### src/design/pci_status_bar_pkg.sv
// shared constants for the status and window base register bank
package pci_status_bar_pkg;

  // configuration dword indices (byte address = index * 4)
  localparam logic [5:0] CFG_CMD_STATUS_IDX = 6'h01;
  localparam logic [5:0] CFG_WINDOW_BASE_IDX = 6'h04;

  // status register field positions
  localparam int ST_CAP_LIST = 4;
  localparam int ST_66MHZ = 5;
  localparam int ST_FAST_B2B = 7;
  localparam int ST_MASTER_PERR = 8;
  localparam int ST_DEVSEL_LO = 9;
  localparam int ST_DEVSEL_HI = 10;
  localparam int ST_SIG_TABORT = 11;
  localparam int ST_RCV_TABORT = 12;
  localparam int ST_RCV_MABORT = 13;
  localparam int ST_SIG_SERR = 14;
  localparam int ST_DET_PERR = 15;

  // sticky flags, in order from status bit 8 upward, skipping the timing field
  localparam int NUM_FLAGS = 6;
  localparam int FL_MASTER_PERR = 0;
  localparam int FL_SIG_TABORT = 1;
  localparam int FL_RCV_TABORT = 2;
  localparam int FL_RCV_MABORT = 3;
  localparam int FL_SIG_SERR = 4;
  localparam int FL_DET_PERR = 5;

  // fixed field values
  localparam logic CAP_LIST_VALUE = 1'h1;
  localparam logic MHZ66_VALUE = 1'h0;
  localparam logic FAST_B2B_VALUE = 1'h0;
  localparam logic [1:0] DEVSEL_MEDIUM = 2'h1;

  // window base register fields
  localparam int WB_SPACE = 0;
  localparam int WB_TYPE_LO = 1;
  localparam int WB_TYPE_HI = 2;
  localparam int WB_PREFETCH = 3;
  localparam int WB_LOW_LO = 4;
  localparam int WB_LOW_HI = 11;
  localparam int WB_BASE_LO = 12;
  localparam int WB_BASE_HI = 31;
  localparam int WB_BASE_BITS = 20;
  localparam logic WB_SPACE_VALUE = 1'h0;
  localparam logic [1:0] WB_TYPE_VALUE = 2'h0;
  localparam logic WB_PREFETCH_VALUE = 1'h0;
  localparam logic [7:0] WB_LOW_VALUE = 8'h00;
  localparam logic [19:0] WB_BASE_RESET = 20'h00000;

  // byte lanes
  localparam int BE_STATUS_LO = 2;
  localparam int BE_STATUS_HI = 3;
  localparam int BE_WB_B1 = 1;
  localparam int BE_WB_B2 = 2;
  localparam int BE_WB_B3 = 3;

  localparam logic [31:0] READ_ZERO = 32'h00000000;

endpackage

### src/design/sticky_flags.sv
// bank of event flags that hardware sets and a write of one clears
`timescale 1ns/1ps
`default_nettype none

module sticky_flags
  import pci_status_bar_pkg::*;
(
  // clock and reset
  input wire logic core_clk,
  input wire logic resetn,
  // events and clears
  input wire logic [NUM_FLAGS-1:0] setPulse,
  input wire logic [NUM_FLAGS-1:0] clearPulse,
  // flag state
  output logic [NUM_FLAGS-1:0] flags
);

  typedef struct packed {
    logic [NUM_FLAGS-1:0] flags;
  } flag_state_t;

  flag_state_t state;
  flag_state_t next_state;

  // set wins over a clear in the same cycle; a zero written leaves the flag
  always_comb begin
    next_state = state;
    for (int i = 0; i < NUM_FLAGS; i++) begin
      if (setPulse[i]) begin
        next_state.flags[i] = 1'b1;
      end else if (clearPulse[i]) begin
        next_state.flags[i] = 1'b0;
      end
    end
  end

  always_ff @(posedge core_clk or negedge resetn) begin
    if (!resetn) begin
      state <= '0;
    end else begin
      state <= next_state;
    end
  end

  assign flags = state.flags;

endmodule

`default_nettype wire

### src/design/pci_status_and_base_address_regs.sv
// configuration status register and operational window base register
`timescale 1ns/1ps
`default_nettype none

module pci_status_and_base_address_regs
  import pci_status_bar_pkg::*;
(
  // clock and reset
  input wire logic core_clk,
  input wire logic resetn,
  // configuration access
  input wire logic cfgRead,
  input wire logic cfgWrite,
  input wire logic [5:0] cfgDword,
  input wire logic [3:0] cfgByteEn,
  input wire logic [31:0] cfgWriteData,
  output logic [31:0] cfgReadData,
  output logic cfgDone,
  // command register bits held elsewhere
  input wire logic memSpaceEnable,
  input wire logic parityErrorResponse,
  // bus events
  input wire logic perrSeen,
  input wire logic actingMaster,
  input wire logic targetAbortSignaled,
  input wire logic targetAbortReceived,
  input wire logic masterAbortIssued,
  input wire logic serrDriven,
  input wire logic parityErrorDetected,
  input wire logic perrRequest,
  // perr gating
  output logic perrDrive,
  // memory decode
  input wire logic memCycleStart,
  input wire logic [31:0] memAddress,
  output logic memClaim,
  output logic [1:0] devselTiming
);

  typedef struct packed {
    logic [WB_BASE_BITS-1:0] windowBase;
    logic [31:0] readData;
    logic done;
  } regs_state_t;

  regs_state_t state;
  regs_state_t next_state;

  logic [NUM_FLAGS-1:0] flagSet;
  logic [NUM_FLAGS-1:0] flagClear;
  logic [NUM_FLAGS-1:0] flags;
  logic [15:0] statusValue;
  logic [31:0] windowValue;
  logic statusWrite;
  logic windowWrite;

  // status half sits above the command half in its dword
  localparam int STATUS_SHIFT = 16;
  localparam int LANE_BITS = 8;

  function automatic logic dwordHit(input logic [5:0] dword, input logic [5:0] idx);
    return dword == idx;
  endfunction

  // status bit that each sticky flag occupies
  function automatic int flagPos(input int fl);
    case (fl)
      FL_MASTER_PERR: return ST_MASTER_PERR;
      FL_SIG_TABORT: return ST_SIG_TABORT;
      FL_RCV_TABORT: return ST_RCV_TABORT;
      FL_RCV_MABORT: return ST_RCV_MABORT;
      FL_SIG_SERR: return ST_SIG_SERR;
      default: return ST_DET_PERR;
    endcase
  endfunction

  // byte lane that carries a given status bit
  function automatic int laneOf(input int pos);
    if (pos < LANE_BITS) begin
      return BE_STATUS_LO;
    end
    return BE_STATUS_HI;
  endfunction

  // read image of one configuration dword; unmapped dwords read zero
  function automatic logic [31:0] readImage(input logic [5:0] dword,
                                            input logic [15:0] status,
                                            input logic [31:0] window);
    logic [31:0] img;
    img = READ_ZERO;
    if (dwordHit(dword, CFG_CMD_STATUS_IDX)) begin
      img = {status, 16'h0000};
    end else if (dwordHit(dword, CFG_WINDOW_BASE_IDX)) begin
      img = window;
    end
    return img;
  endfunction

  // hardware event sources for the sticky flags
  always_comb begin
    flagSet = '0;
    flagSet[FL_MASTER_PERR] = perrSeen & actingMaster & parityErrorResponse;
    flagSet[FL_SIG_TABORT] = targetAbortSignaled;
    flagSet[FL_RCV_TABORT] = targetAbortReceived;
    flagSet[FL_RCV_MABORT] = masterAbortIssued;
    flagSet[FL_SIG_SERR] = serrDriven;
    flagSet[FL_DET_PERR] = parityErrorDetected;
  end

  assign statusWrite = cfgWrite & dwordHit(cfgDword, CFG_CMD_STATUS_IDX);
  assign windowWrite = cfgWrite & dwordHit(cfgDword, CFG_WINDOW_BASE_IDX);

  // write-one-to-clear per byte lane; zeros leave flags alone
  // each flag clears through the lane that holds its status bit
  for (genvar g = 0; g < NUM_FLAGS; g++) begin : g_clear
    assign flagClear[g] = statusWrite &
                          cfgByteEn[laneOf(flagPos(g))] &
                          cfgWriteData[STATUS_SHIFT + flagPos(g)];
  end

  sticky_flags flagBank (
    .core_clk(core_clk),
    .resetn(resetn),
    .setPulse(flagSet),
    .clearPulse(flagClear),
    .flags(flags)
  );

  // status image; fixed fields are constants so writes cannot touch them
  always_comb begin
    statusValue = '0;
    statusValue[ST_CAP_LIST] = CAP_LIST_VALUE;
    statusValue[ST_66MHZ] = MHZ66_VALUE;
    statusValue[ST_FAST_B2B] = FAST_B2B_VALUE;
    statusValue[ST_MASTER_PERR] = flags[FL_MASTER_PERR];
    statusValue[ST_DEVSEL_HI:ST_DEVSEL_LO] = DEVSEL_MEDIUM;
    statusValue[ST_SIG_TABORT] = flags[FL_SIG_TABORT];
    statusValue[ST_RCV_TABORT] = flags[FL_RCV_TABORT];
    statusValue[ST_RCV_MABORT] = flags[FL_RCV_MABORT];
    statusValue[ST_SIG_SERR] = flags[FL_SIG_SERR];
    statusValue[ST_DET_PERR] = flags[FL_DET_PERR];
  end

  // window base image
  always_comb begin
    windowValue = '0;
    windowValue[WB_SPACE] = WB_SPACE_VALUE;
    windowValue[WB_TYPE_HI:WB_TYPE_LO] = WB_TYPE_VALUE;
    windowValue[WB_PREFETCH] = WB_PREFETCH_VALUE;
    windowValue[WB_LOW_HI:WB_LOW_LO] = WB_LOW_VALUE;
    windowValue[WB_BASE_HI:WB_BASE_LO] = state.windowBase;
  end

  always_comb begin
    next_state = state;
    next_state.done = cfgRead | cfgWrite;
    // only the upper 20 base bits take write data, lane by lane
    if (windowWrite) begin
      if (cfgByteEn[BE_WB_B1]) begin
        next_state.windowBase[3:0] = cfgWriteData[15:12];
      end
      if (cfgByteEn[BE_WB_B2]) begin
        next_state.windowBase[11:4] = cfgWriteData[23:16];
      end
      if (cfgByteEn[BE_WB_B3]) begin
        next_state.windowBase[19:12] = cfgWriteData[31:24];
      end
    end
    // command half of the status dword is held elsewhere and reads zero here
    if (cfgRead) begin
      next_state.readData = readImage(cfgDword, statusValue, windowValue);
    end
  end

  always_ff @(posedge core_clk or negedge resetn) begin
    if (!resetn) begin
      state.windowBase <= WB_BASE_RESET;
      state.readData <= READ_ZERO;
      state.done <= 1'b0;
    end else begin
      state <= next_state;
    end
  end

  assign cfgReadData = state.readData;
  assign cfgDone = state.done;
  assign perrDrive = perrRequest & parityErrorResponse;
  assign devselTiming = DEVSEL_MEDIUM;
  assign memClaim = memCycleStart & memSpaceEnable &
                    (memAddress[WB_BASE_HI:WB_BASE_LO] == state.windowBase);

endmodule

`default_nettype wire

### config.mk
export PLATFORM = sky130hd
export DESIGN_NAME = pci_status_and_base_address_regs
export DESIGN_NICKNAME = d
export VERILOG_FILES = /design/src/design/pci_status_bar_pkg.sv /design/src/design/sticky_flags.sv /design/src/design/pci_status_and_base_address_regs.sv
export SDC_FILE = /design/constraint.sdc
export NUM_CORES = 1
export LEC_CHECK = 0
export ABC_AREA = 1
export BUFFER_PORTS_ARGS = -buffer_cell sky130_fd_sc_hd__clkbuf_2
export CAP_MARGIN = 20
export CORE_UTILIZATION = 52
export CTS_BUF_LIST = sky130_fd_sc_hd__clkbuf_4
export CTS_CLUSTER_DIAMETER = 60
export CTS_CLUSTER_SIZE = 12
export DETAILED_ROUTE_END_ITERATION = 8
export PLACE_DENSITY = 0.91
export SYNTH_ARGS = -nofsm -noshare
export SYNTH_HDL_FRONTEND = slang
export SYNTH_SLANG_ARGS = --single-unit
### constraint.sdc
create_clock -name core_clk -period 2.95 [get_ports core_clk]
set_input_delay 0.59 -clock core_clk [delete_from_list [all_inputs] [get_ports core_clk]]
set_output_delay 0.59 -clock core_clk [all_outputs]
set_load 0.02 [all_outputs]
==> impl_results.md <==
* Hpwl dp at 4477 um
* Final net count at 522
* Worst R2R End: cfgReadData[31]
* Share of cells above drive strength 1 at 0.2235
* Cell with the most instances after synthesis: nand2_1
* Setup crit start: state[49]
* Mapped cell area at 2664 um^2
* # DRC at 0
* Via count at 2374
* Cell variety after synth at 21
* WL final at 5675 um
* Post-synth EDFFs at 0
* Max Root-Sink Buffers at 2
* Clock transition at path regs at ~130 ps
* CTS resizes at 0
* Avg Cell Area, Syn at 7.199 um^2
* Detailed Routing Iterations Pass 1 at 4
* R2r setup slk at 2130 ps
* Worst Setup Start Kind: register
* Max-Cap Viols at 0
* Critical Path End Type: output pin
* Hold Crit Class: input pin to async pin
* Grt ovf at 0
* Post-Layout Cell Count at 501
* Num CTS Buffers at 5
* Detailed-route wire length per cell at between 10 and 15 um
* Fill count at 458
* First-pass GRT wire length at ~9500 um
* FP Rows at 25
* CP Max Fanout at 4
* Clock skew at between 10 and 15 ps
* Ranking of synthesized cells by area: dfrtp_1 44%, nand2_1 20%, buf_4 9.6%
* Die area at 5413 um^2
* Period utilization at 0.7308
* Multi-input gate area at 1075 um^2
* Post-layout min period at 2156 ps
* H-tree levels at 2
* Setup ws final at 794.2 ps
* Largest net degree at the start of global routing at 48
* Clk_lat worst skew at 360 ps
* Final Setup Violations at 0
* Final ANT Viol Nets at 0
* Die Width at 73.58 um
* Register cell area after layout at approximately 1200 um^2
* PD cells at 394.8 nW/um^2
* Core area at about 4800 um^2
* Final slew viol count at 0
* Vias in the first global route at 2198
* Commonest cells in the synthesized netlist: 144 x nand2_1, 47 x dfrtp_1, 41 x inv_1, 34 x buf_4, 26 x nand4_1
* Setup WS pre-CTS at a little over 900 ps
* Primary FF master, synth: dfrtp_1
* Critical Path RT at 2360 ps
* Seq/Total Area, Yosys at 0.4415
* TritonCTS clock tree: done
* Kind of critical path: register to output pin
* Antenna violations before repair at 0
* Inst Count DP at 493
* Final antenna diode count at 0
* Clock sinks at 47
* Yosys warnings at 0
* DR vias/cell at 4.739
* IO buf count at 86
* Fin. Hold Viols at 0
* Post-CTS Setup Inserts at 0
* Fmax at 463.9 MHz
* Arrival time worst endpoint at about 1600 ps
* GP Congestion at 0.8320
* Initial Util at 0.5530
* Die height at 73.58 um
* Root Buffer: clkbuf_4
* Post-synth top area cell: dfrtp_1
* Rel. slew slack at 0.4987
* Worst R2R Start: state[52]
* Slew @ Worst Pin at about 750 ps
* RSZ-0062 raised after global routing: no
* Io pins at approximately 130
* Yosys reg bits at 47
* Maximum vdd ir drop at roughly 0.22 mV
* Initial DRC count at 152
* Syn-to-layout area delta at 12.54%
* Total GRT Usage at 0.2317
* FFs w/ async S/R, synth at 1.000
* Hold buffers post-CTS at 0
* Leak at roughly 1.8 nW
* Gate Count Post-Synth at 370
* Outcome: finished clean
* Area share of the largest cell type after synthesis at 0.4415
* Setup TNS at 0 ps
* Reg2Reg Depth at 4
## layout make-up
type,count,share of cell area
flip-flops and latches,47,0.3923
well taps,67,0.02796
multi-input cells,248,0.3585
clock buffers,6,0.01503
repair buffers,89,0.1511
clock inverters,2,0.002504
inverters,42,0.05259
## report_power, final
part / switching [mW] / internal, mW / total (mW)
sequential: 0.0243 / 0.672 / 0.696
combinational: 0.126 / 0.0697 / 0.196
clock: 0.194 / 0.0978 / 0.292
## per-layer routing
| layer | track usage | wire length [um] |
|---|---|---|
| met1 | 0.3073 | 2589 |
| met5 | 0 | 0 |
| met2 | 0.3772 | 2617 |
| met3 | 0.04938 | 385 |
| met4 | 0.07906 | 83 |
## layout by cell type (no fill, tap or decap)
master | Yosys | layout
buf_4 | 34 | 3
clkbuf_2 | 0 | 86
clkbuf_4 | 0 | 6
clkinv_1 | 1 | 3
conb_1 | 2 | 14
dfrtp_1 | 47 | 47
inv_1 | 41 | 41
nand2_1 | 144 | 144
nand3_1 | 19 | 19
nand3b_1 | 1 | 1
nand4_1 | 26 | 26
nor2_1 | 23 | 23
nor3_1 | 2 | 2
nor3_4 | 1 | 1
o21ai_0 | 10 | 10
o21ai_1 | 3 | 3
o22ai_1 | 1 | 1
or2_2 | 1 | 1
xnor2_1 | 1 | 1
xor2_1 | 2 | 2
## worst max-delay path by stage
stage,endpoint,slack (ps),cells past startpoint
finish,memClaim,790,9
global route,memClaim,670,9
CTS,memClaim,770,9
detailed placement,memClaim,920,10
global placement,memClaim,910,10
floorplan,memClaim,1110,8
## logic make-up (layout without fill, tap and decap cells)
| family | after synthesis | in the layout | share of synthesized area |
|---|---|---|---|
| and+or+nand+nor | 217 | 217 | 0.3471 |
| buffers and inverters | 87 | 139 | 0.1719 |
| DFF | 47 | 47 | 0.4415 |
| AOI/OAI and AO/OA | 14 | 14 | 0.02677 |
| xor gates and xnor gates | 3 | 3 | 0.009866 |
| other | 2 | 14 | 0.002819 |
## worst max-delay path: stages (launching register included)
cell      delay, ps
dfrtp_1         420
inv_1            60
nand2_1          60
nand2_1          50
nor2_1          110
nand2_1          60
nor2_1           90
nand2_1          60
nor2_1          110
clkbuf_2        180
## registers in the layout, indices dropped and copies added, names as in the netlist
| signal | count |
|---|---|
| cfgReadData | 20 |
| state | 20 |
| flagBank.flags | 6 |
| cfgDone | 1 |
## through the flow
step	hold slack, ps	total power, mW	util	cell area (um^2)
final	293.9	1.183	0.6223	2998
after global routing	324.0	1.251	0.6223	2998
after CTS	309.1	1.192	0.6223	2998
after detailed placement	463.0	0.9037	0.6114	2945
after global placement	456.6	0.8970	0.6114	2945
after floorplan	294.4	0.8330	-	2709
No activity file was read; power rests on OpenSTA's default activity.
